### src/hdl/ifpb_defs.svh
// Purpose: offsets, field positions, reset values for the flag bank
// Assumes: 32-bit classic Wishbone, registers in the low byte lane
// Notes: reserved bits read as zero
//
// How it works
// - pin 2 priority bit 7, pin 1 bit 6; one is high priority
// - pin 2 enable bit 4, pin 1 enable bit 3; one allows it
// - pin event sets flag bit 1 or 0 until software writes zero
// - every flag sets on its event whatever the enable bits say
// - pin control bits 5 and 2, flag two bit 5 read zero
// - parallel port flag bit 7 sets on port access, software clears
// - conversion done flag bit 6 sets on conversion end, software clears
// - serial receive flag bit 5 read-only, clears on buffer read
// - serial transmit flag bit 4 read-only, clears on buffer write
// - sync serial flag bit 3 sets on transfer done, software clears
// - capture/compare flags set on capture or match, unused in pwm
// - timer flags set on match or overflow, cleared by software only
// - oscillator fail flag bit 7 sets on failover, software clears
// - comparator flag bit 6 sets on input change, software clears
// - memory write done flag bit 4 sets, software clears
// - bus collision flag bit 3 sets on collision, software clears
// - voltage detect flag bit 2 sets on trip, software clears
// - flag three bits 7,6,5: invalid message, wake activity, error
// - mode 0: bits 4,3,2 flag transmit buffers 2,1,0 done
// - modes 1,2: bit 4 any transmit done, bits 3,2 held zero
// - receive bits per buffer in mode 0, aggregate else, watermark in modes 2 and 3 only
// - global enable gates all, both high and low priority with levels
// - edge select one picks rising edge, zero falling edge
// - without levels peripherals also need the group enable
`ifndef IFPB_DEFS_SVH
`define IFPB_DEFS_SVH

// register byte addresses
`define IFPB_ADR_PINCTL 8'h00
`define IFPB_ADR_FLAG1 8'h04
`define IFPB_ADR_FLAG2 8'h08
`define IFPB_ADR_FLAG3 8'h0C
`define IFPB_ADR_EN1 8'h10
`define IFPB_ADR_EN2 8'h14
`define IFPB_ADR_EN3 8'h18
`define IFPB_ADR_PRIO1 8'h1C
`define IFPB_ADR_PRIO2 8'h20
`define IFPB_ADR_PRIO3 8'h24
`define IFPB_ADR_GCTL 8'h28
`define IFPB_ADR_STAT 8'h2C

// pin control fields
`define IFPB_PIN2_PRIO 7
`define IFPB_PIN1_PRIO 6
`define IFPB_PIN2_EN 4
`define IFPB_PIN1_EN 3
`define IFPB_PIN2_FLAG 1
`define IFPB_PIN1_FLAG 0
`define IFPB_PINCTL_MASK 8'hDB
`define IFPB_PINCTL_RST 8'hC0

// flag register fields
`define IFPB_F1_PSP 7
`define IFPB_F1_RX 5
`define IFPB_F1_TX 4
`define IFPB_F1_CCP 2
`define IFPB_F1_RO_MASK 8'h30
`define IFPB_F2_MASK 8'hDF
`define IFPB_F3_TX1 3
`define IFPB_F3_TX0 2

// global control fields
`define IFPB_G_GIE 7
`define IFPB_G_PERIPHERAL_GROUP_ENABLE 6
`define IFPB_G_EDGE1 5
`define IFPB_G_EDGE2 4
`define IFPB_G_PRIORITY_LEVELS_ENABLE 3
`define IFPB_GCTL_MASK 8'hFB
`define IFPB_GCTL_RST 8'h30

`endif

### src/hdl/ifpb_pkg.sv
// Purpose: types of the interrupt flag and priority bank
// Assumes: constants live in ifpb_defs.svh
// Notes: whole module state is one packed struct
package ifpb_pkg;

  // operating mode of the CAN flag layout
  typedef enum logic [1:0] {
    CAN_LEGACY,
    CAN_ENHANCED,
    CAN_FIFO,
    CAN_RSVD
  } ifpb_can_mode_type;

  typedef struct packed {
    logic [1:0] pin_s1;
    logic [1:0] pin_s2;
    logic [1:0] pin_prev;
    logic [7:0] pinctl;
    logic [7:0] flag1;
    logic [7:0] flag2;
    logic [7:0] flag3;
    logic [7:0] en1;
    logic [7:0] en2;
    logic [7:0] en3;
    logic [7:0] prio1;
    logic [7:0] prio2;
    logic [7:0] prio3;
    logic [7:0] gctl;
    ifpb_can_mode_type can_mode;
    logic ack;
    logic [7:0] dat;
    logic irq_high;
    logic irq_low;
  } ifpb_state_type;

endpackage

### src/hdl/ifpb_top.sv
// Purpose: interrupt flags, enables and priority routing
// Assumes: event inputs are one-cycle pulses on clk; pins are async
// Notes: set by an event wins over a software clear in the same edge
//
// Our own choices: the Wishbone slave port and the register offsets.
`timescale 1ns/1ps
`include "ifpb_defs.svh"

module ifpb_top (
  input wire logic clk,
  input wire logic srst,
  input wire logic wb_cyc_i,
  input wire logic wb_stb_i,
  input wire logic wb_we_i,
  input wire logic [7:0] wb_adr_i,
  input wire logic [3:0] wb_sel_i,
  input wire logic [31:0] wb_dat_i,
  output logic [31:0] wb_dat_o,
  output logic wb_ack_o,
  input wire logic pin1_irq_in,
  input wire logic pin2_irq_in,
  input wire logic psp_access_evt,
  input wire logic adc_done_evt,
  input wire logic rx_load_evt,
  input wire logic rx_buf_read,
  input wire logic tx_empty_evt,
  input wire logic tx_buf_write,
  input wire logic ssp_done_evt,
  input wire logic ccp1_evt,
  input wire logic ccp1_pwm_mode,
  input wire logic tmr2_match_evt,
  input wire logic tmr1_ovf_evt,
  input wire logic osc_fail_evt,
  input wire logic cmp_change_evt,
  input wire logic nv_write_evt,
  input wire logic bus_coll_evt,
  input wire logic volt_trip_evt,
  input wire logic tmr3_ovf_evt,
  input wire logic eccp_evt,
  input wire logic eccp_pwm_mode,
  input wire logic can_invalid_evt,
  input wire logic can_wake_evt,
  input wire logic can_err_evt,
  input wire logic [2:0] can_tx_done_evt,
  input wire logic [1:0] can_rx_new_evt,
  input wire logic can_watermark_evt,
  output logic irq_high,
  output logic irq_low
);

  ifpb_pkg::ifpb_state_type r_r;
  ifpb_pkg::ifpb_state_type r_nxt;

  logic req;
  logic wr_en;
  logic [7:0] wd;
  logic [7:0] adr;
  logic [1:0] edge_det;
  logic [7:0] ev1;
  logic [7:0] ev2;
  logic [7:0] ev3;
  logic [7:0] mask3;
  ifpb_pkg::ifpb_can_mode_type mode_nxt;
  logic [7:0] rdat;
  logic [1:0] pin_act;
  logic [7:0] act1;
  logic [7:0] act2;
  logic [7:0] act3;
  logic any_pin;
  logic any_per;
  logic any_high;
  logic any_low;

  // ------------------------------------------------------------
  // outputs straight from the state register
  // ------------------------------------------------------------
  assign wb_dat_o = {24'h000000, r_r.dat};
  assign wb_ack_o = r_r.ack;
  assign irq_high = r_r.irq_high;
  assign irq_low = r_r.irq_low;

  // ------------------------------------------------------------
  // bus decode
  // ------------------------------------------------------------
  // write takes effect on the edge that sees ack high, read data is taken on the edge before
  assign req = wb_cyc_i & wb_stb_i;
  assign wr_en = req & wb_we_i & r_r.ack & wb_sel_i[0];
  assign wd = wb_dat_i[7:0];
  assign adr = {wb_adr_i[7:2], 2'b00};
  // mode standing after this edge, so a switch masks flag three at once
  assign mode_nxt = (wr_en && adr == `IFPB_ADR_GCTL) ?
                    ifpb_pkg::ifpb_can_mode_type'(wd[1:0]) : r_r.can_mode;

  // ------------------------------------------------------------
  // pin edge detection
  // ------------------------------------------------------------
  // edge select picks polarity
  always_comb
  begin
    edge_det[0] = r_r.gctl[`IFPB_G_EDGE1] ?
      (r_r.pin_s2[0] & ~r_r.pin_prev[0]) :
      (~r_r.pin_s2[0] & r_r.pin_prev[0]);
    edge_det[1] = r_r.gctl[`IFPB_G_EDGE2] ?
      (r_r.pin_s2[1] & ~r_r.pin_prev[1]) :
      (~r_r.pin_s2[1] & r_r.pin_prev[1]);
  end

  // ------------------------------------------------------------
  // event vectors per flag register
  // ------------------------------------------------------------
  // events into flag one
  always_comb
  begin
    ev1 = {psp_access_evt, adc_done_evt, 2'b00, ssp_done_evt,
           ccp1_evt & ~ccp1_pwm_mode, tmr2_match_evt, tmr1_ovf_evt};
  end

  always_comb
  begin
    ev2 = {osc_fail_evt, cmp_change_evt, 1'b0, nv_write_evt,
           bus_coll_evt, volt_trip_evt, tmr3_ovf_evt,
           eccp_evt & ~eccp_pwm_mode};
  end

  always_comb
  begin
    if (r_r.can_mode == ifpb_pkg::CAN_LEGACY)
    begin
      ev3 = {can_invalid_evt, can_wake_evt, can_err_evt,
             can_tx_done_evt, can_rx_new_evt};
    end
    else
    begin
      ev3 = {can_invalid_evt, can_wake_evt, can_err_evt,
             |can_tx_done_evt, 2'b00, |can_rx_new_evt,
             can_watermark_evt};
    end
    // forced-zero bits follow the mode after this edge
    if (mode_nxt == ifpb_pkg::CAN_LEGACY)
      mask3 = 8'hFF;
    else if (mode_nxt == ifpb_pkg::CAN_ENHANCED)
      mask3 = 8'hF2;
    else
      mask3 = 8'hF3;
  end

  // ------------------------------------------------------------
  // read mux
  // ------------------------------------------------------------
  always_comb
  begin
    case (adr)
      `IFPB_ADR_PINCTL: rdat = r_r.pinctl;
      `IFPB_ADR_FLAG1: rdat = r_r.flag1;
      `IFPB_ADR_FLAG2: rdat = r_r.flag2;
      `IFPB_ADR_FLAG3: rdat = r_r.flag3;
      `IFPB_ADR_EN1: rdat = r_r.en1;
      `IFPB_ADR_EN2: rdat = r_r.en2;
      `IFPB_ADR_EN3: rdat = r_r.en3;
      `IFPB_ADR_PRIO1: rdat = r_r.prio1;
      `IFPB_ADR_PRIO2: rdat = r_r.prio2;
      `IFPB_ADR_PRIO3: rdat = r_r.prio3;
      `IFPB_ADR_GCTL: rdat = {r_r.gctl[7:2], r_r.can_mode};
      `IFPB_ADR_STAT: rdat = {6'h00, r_r.irq_high, r_r.irq_low};
      default: rdat = 8'h00;
    endcase
  end

  // ------------------------------------------------------------
  // request routing
  // ------------------------------------------------------------
  // flag and enable per source
  always_comb
  begin
    pin_act[0] = r_r.pinctl[`IFPB_PIN1_FLAG] & r_r.pinctl[`IFPB_PIN1_EN];
    pin_act[1] = r_r.pinctl[`IFPB_PIN2_FLAG] & r_r.pinctl[`IFPB_PIN2_EN];
    act1 = r_r.flag1 & r_r.en1;
    act2 = r_r.flag2 & r_r.en2;
    act3 = r_r.flag3 & r_r.en3;
    any_pin = |pin_act;
    any_per = |act1 | |act2 | |act3;
    any_high = (pin_act[0] & r_r.pinctl[`IFPB_PIN1_PRIO]) |
               (pin_act[1] & r_r.pinctl[`IFPB_PIN2_PRIO]) |
               |(act1 & r_r.prio1) | |(act2 & r_r.prio2) |
               |(act3 & r_r.prio3);
    any_low = (pin_act[0] & ~r_r.pinctl[`IFPB_PIN1_PRIO]) |
              (pin_act[1] & ~r_r.pinctl[`IFPB_PIN2_PRIO]) |
              |(act1 & ~r_r.prio1) | |(act2 & ~r_r.prio2) |
              |(act3 & ~r_r.prio3);
  end

  // ------------------------------------------------------------
  // next state
  // ------------------------------------------------------------
  always_comb
  begin
    r_nxt = r_r;
    // two-flop pin synchroniser, then history for edges
    r_nxt.pin_s1 = {pin2_irq_in, pin1_irq_in};
    r_nxt.pin_s2 = r_r.pin_s1;
    r_nxt.pin_prev = r_r.pin_s2;

    // bus answer one cycle after request, dropped after one cycle
    r_nxt.ack = req & ~r_r.ack;
    r_nxt.dat = (req & ~r_r.ack) ? rdat : 8'h00;

    if (wr_en && adr == `IFPB_ADR_PINCTL)
      r_nxt.pinctl = wd & `IFPB_PINCTL_MASK;
    // pin flags set regardless of enables
    r_nxt.pinctl[`IFPB_PIN1_FLAG] = r_nxt.pinctl[`IFPB_PIN1_FLAG] |
                                    edge_det[0];
    r_nxt.pinctl[`IFPB_PIN2_FLAG] = r_nxt.pinctl[`IFPB_PIN2_FLAG] |
                                    edge_det[1];

    // flag one: writable bits, then events win
    if (wr_en && adr == `IFPB_ADR_FLAG1)
      r_nxt.flag1 = (wd & ~`IFPB_F1_RO_MASK) |
                    (r_r.flag1 & `IFPB_F1_RO_MASK);
    r_nxt.flag1 = r_nxt.flag1 | ev1;
    // receive flag: load sets, buffer read clears
    r_nxt.flag1[`IFPB_F1_RX] = rx_load_evt |
      (r_r.flag1[`IFPB_F1_RX] & ~rx_buf_read);
    // transmit flag: empty sets, buffer write clears
    r_nxt.flag1[`IFPB_F1_TX] = tx_empty_evt |
      (r_r.flag1[`IFPB_F1_TX] & ~tx_buf_write);

    // flag two, unimplemented bit kept zero
    if (wr_en && adr == `IFPB_ADR_FLAG2)
      r_nxt.flag2 = wd;
    r_nxt.flag2 = (r_nxt.flag2 | ev2) & `IFPB_F2_MASK;

    // flag three, forced bits masked by mode
    if (wr_en && adr == `IFPB_ADR_FLAG3)
      r_nxt.flag3 = wd;
    r_nxt.flag3 = (r_nxt.flag3 | ev3) & mask3;

    // enable, priority and global control registers
    if (wr_en && adr == `IFPB_ADR_EN1)
      r_nxt.en1 = wd;
    if (wr_en && adr == `IFPB_ADR_EN2)
      r_nxt.en2 = wd & `IFPB_F2_MASK;
    if (wr_en && adr == `IFPB_ADR_EN3)
      r_nxt.en3 = wd;
    if (wr_en && adr == `IFPB_ADR_PRIO1)
      r_nxt.prio1 = wd;
    if (wr_en && adr == `IFPB_ADR_PRIO2)
      r_nxt.prio2 = wd & `IFPB_F2_MASK;
    if (wr_en && adr == `IFPB_ADR_PRIO3)
      r_nxt.prio3 = wd;
    if (wr_en && adr == `IFPB_ADR_GCTL)
    begin
      r_nxt.gctl = wd & `IFPB_GCTL_MASK;
      r_nxt.can_mode = ifpb_pkg::ifpb_can_mode_type'(wd[1:0]);
    end

    if (r_r.gctl[`IFPB_G_PRIORITY_LEVELS_ENABLE])
    begin
      r_nxt.irq_high = r_r.gctl[`IFPB_G_GIE] & any_high;
      r_nxt.irq_low = r_r.gctl[`IFPB_G_GIE] & r_r.gctl[`IFPB_G_PERIPHERAL_GROUP_ENABLE] &
                      any_low;
    end
    else
    begin
      r_nxt.irq_high = r_r.gctl[`IFPB_G_GIE] &
                       (any_pin | (r_r.gctl[`IFPB_G_PERIPHERAL_GROUP_ENABLE] & any_per));
      r_nxt.irq_low = 1'b0;
    end
  end

  // ------------------------------------------------------------
  // state register
  // ------------------------------------------------------------
  always_ff @(posedge clk)
  begin
    if (srst)
    begin
      r_r <= '0;
      r_r.pinctl <= `IFPB_PINCTL_RST;
      r_r.gctl <= `IFPB_GCTL_RST;
      r_r.can_mode <= ifpb_pkg::CAN_LEGACY;
    end
    else
      r_r <= r_nxt;
  end
endmodule

### config.mk
export PLATFORM = sky130hd
export DESIGN_NAME = ifpb_top
export DESIGN_NICKNAME = d
export VERILOG_FILES = /design/src/hdl/ifpb_pkg.sv /design/src/hdl/ifpb_top.sv
export VERILOG_INCLUDE_DIRS = /design/src /design/src/hdl
export SDC_FILE = /design/constraint.sdc
export NUM_CORES = 1
export LEC_CHECK = 0
export ABC_CLOCK_PERIOD_IN_PS = 1610
export BUFFER_PORTS_ARGS = -buffer_cell sky130_fd_sc_hd__buf_2
export CELL_PAD_IN_SITES_DETAIL_PLACEMENT = 1
export CELL_PAD_IN_SITES_GLOBAL_PLACEMENT = 2
export CORE_MARGIN = 2
export CORE_UTILIZATION = 29
export DETAILED_ROUTE_END_ITERATION = 10
export PLACE_DENSITY_LB_ADDON = 0.1
export SYNTH_ARGS = -nofsm -noshare
export SYNTH_HDL_FRONTEND = slang
export SYNTH_SLANG_ARGS = --single-unit
### constraint.sdc
create_clock -name clk -period 1.61 [get_ports clk]
set_input_delay 0.0805 -clock clk [delete_from_list [all_inputs] [get_ports clk]]
set_output_delay 0.0805 -clock clk [all_outputs]
set_load 0.03 [all_outputs]
==> out/metrics.cfg <==
[worst_hold_path]
worstHoldPathType=input pin to flop
whs_path_depth=4

[global_route]
met2_usage=0.3816
grt_max_degree=59
busiest_layer=met2
grt_use_met1=0.2908
use_met3=0.04698
antenna_found_initial=0
overflow=0
grt_use_total=0.2278
grt_pass1_wl_um=30550
grt_pass1_vias=4970

[clock_network]
numCtsBuffers=9
htree_levels=3
clock_latency_ns=0.36
cts_tree=done
clock_path_buffers=2
cts.sinks=99
clockRootBuffer=clkbuf_16
clk_pin_slew_ns=0.07

[power_and_ir_drop]
ir_drop_uv=460.5
power_frac_comb=0.109
pwr-share-clk=0.431
sw_frac_of_total=0.2524
p_leak_nw=3.170
seq_power_share=0.461
power.internal_w=0.004119
switchingPower_w=0.001391
powerDensity_mw_per_mm2=808.8

[worst_setup_path]
worst-setup-path-type=flop to flop
arrival_ns=1.85
r2r_cells=6
crit_required_ns=1.84
startpoint_type=flop
cp-end-kind=flop
worstPathMaxFanout=3

[final_layout]
fin_area_mm2=0.006813
multi_input_area_mm2=0.002809
final_common_cell=dfxtp_1
layoutNonFillerInstCount=948
drive_above_1_share=0.3015
layout.nets=797
fillCellCount=2043
seqCellArea_mm2=0.001987
n_antenna_cell=0
final_cell_mix=95 x dfxtp_1, 83 x buf_4, 60 x mux2i_1, 60 x buf_2, 59 x nand2_1
area_growth_pct=34.71

[sta]
clock.fmax_mhz=618.7
setup_viol_count_final=1
hold_violations=0
whs_ns=0.01395
rsz0062_at_grt=yes
finalCriticalPeriod_ns=1.616
skew_ns=0.009059
period_share=1.004
final.setup.worst_slack_ns=-0.006192
slew_viol_final=0
fin_tns_setup_ns=-0.006192

[status]
status=finished with violations
violations=negative setup slack

[logic_synthesis]
ys_ff_latch=99
syn_area_mm2=0.005057
yosysWarningCount=0
syn_inst=570
yosys_most_used_dff=dfxtp_1
avgSynthCellArea_um2=8.873
ys_seq_area_frac=0.3919
synth-async-reset-ratio=0
synthDistinctLibCells=59
synth_edf_count=0

[floorplan]
dieWidth_um=136.1
pin_count=114
die_h_um=136.1
initial_utilization=0.2944
die_area_mm2=0.01851
core_area_mm2=0.01718
rows=48

[place]
placed_cell_area_mm2=0.006091
dp_hpwl_um=15890
port-buffer-count=60
dp_cells=902
gp_congestion=0.9122

[drt]
vias=4852
drc=0
dr.pass1.iters=5
totalWireLength_um=20630
drt_iter0_markers=278
wl_per_cell_um=21.76
drtAntennaViolNets=0
viasPerCell=5.118

[job]
maxCapViolCount=0

-- kinds of logic (layout without fill, tap and decap cells) --
logic type / after synthesis / after routing / share of synthesized area
AOI/OAI and AO/OA: 101 / 101 / 0.1282
DFF: 99 / 99 / 0.3919
muxes: 72 / 72 / 0.1655
buffers and inverters: 84 / 214 / 0.09253
and+or+nand+nor: 213 / 213 / 0.2212
other: 1 / 24 / 0.0007415
-- synthesized netlist by cell type, types with 11 or more instances --
cell	n	area, µm²
inv_1	20	75.07
mux2i_1	60	600.6
buf_4	35	262.8
a22oi_1	12	90.09
nand2_1	61	229.0
dfxtp_1	99	1982
buf_2	11	55.05
a21oi_1	45	225.2
clkbuf_1	16	60.06
nand3_1	49	245.2
nand4_1	12	75.07
nor2_1	41	153.9
-- layout make-up --
cell class | count | share of cell area
clock inverter | 6 | 0.01286
sequential | 99 | 0.2916
timing repair buffer | 178 | 0.1972
clock buffer | 10 | 0.03361
multi-input combinational | 410 | 0.4123
tap | 225 | 0.04132
inverter | 20 | 0.01102
-- metal layers --
metal	vias up	wire length, µm
met5	-	0
met4	0	633
met3	33	992
met2	130	9947
met1	2403	9054
li1	2286	-
-- state kept, by name, indices dropped and copies added (netlist names) --
register and count:
r_nxt 4, wb_ack_o 1, irq_high 1, wb_dat_o 8, irq_low 1, r_r 84
-- power groups by stage --
stage,clock network (W),logic (W),registers (W)
6_report,0.00237,0.000600,0.00254
5_1_grt,0.00251,0.000645,0.00254
4_1_cts,0.00242,0.000599,0.00254
3_5_place_dp,0,0.000544,0.00259
3_3_place_gp,0,0.000536,0.00259
2_1_floorplan,0,0.000318,0.00259
-- per-stage QoR --
stage / total power [W] / util / worst slack (ns)
floorplan: 0.002908 / - / 0.02025
global placement: 0.003127 / 0.3546 / -0.09878
detailed placement: 0.003137 / 0.3546 / -0.1244
CTS: 0.005553 / 0.3924 / -0.01014
global route: 0.005697 / 0.3966 / -0.04558
finish: 0.005510 / 0.3966 / -0.006192
-- path summary, 6_finish.rpt --
kind / start / endpoint / slack [ns]
hold reg to reg: r_nxt[104]$_SDFF_PP0_ / r_nxt[102]$_SDFF_PP0_ / 0.44
setup / recovery: r_r[51]$_SDFFE_PP0P_ / irq_high$_SDFF_PP0_ / -0.006
setup reg to reg: r_r[51]$_SDFFE_PP0P_ / irq_high$_SDFF_PP0_ / -0.006
hold / removal: rx_buf_read / r_r[90]$_SDFF_PP0_ / 0.01
-- critical path, cell delays in order, from the launching register on --
cell	delay, ns
dfxtp_1	0.34
buf_4	0.15
nand3_2	0.09
nand4_1	0.10
or4_4	0.51
nor4_4	0.24
a311oi_1	0.07
-- what timing repair did --
item                                    CTS  global route
cloned                                    0             0
endpoints found under the setup margin   15             5
pin swaps                                 5             6
gates resized for setup                  10            10
hold buffers                             28             0
endpoints found under the hold margin    25             0
buffers inserted                          0             3
Power figures use the tool's default switching activity.
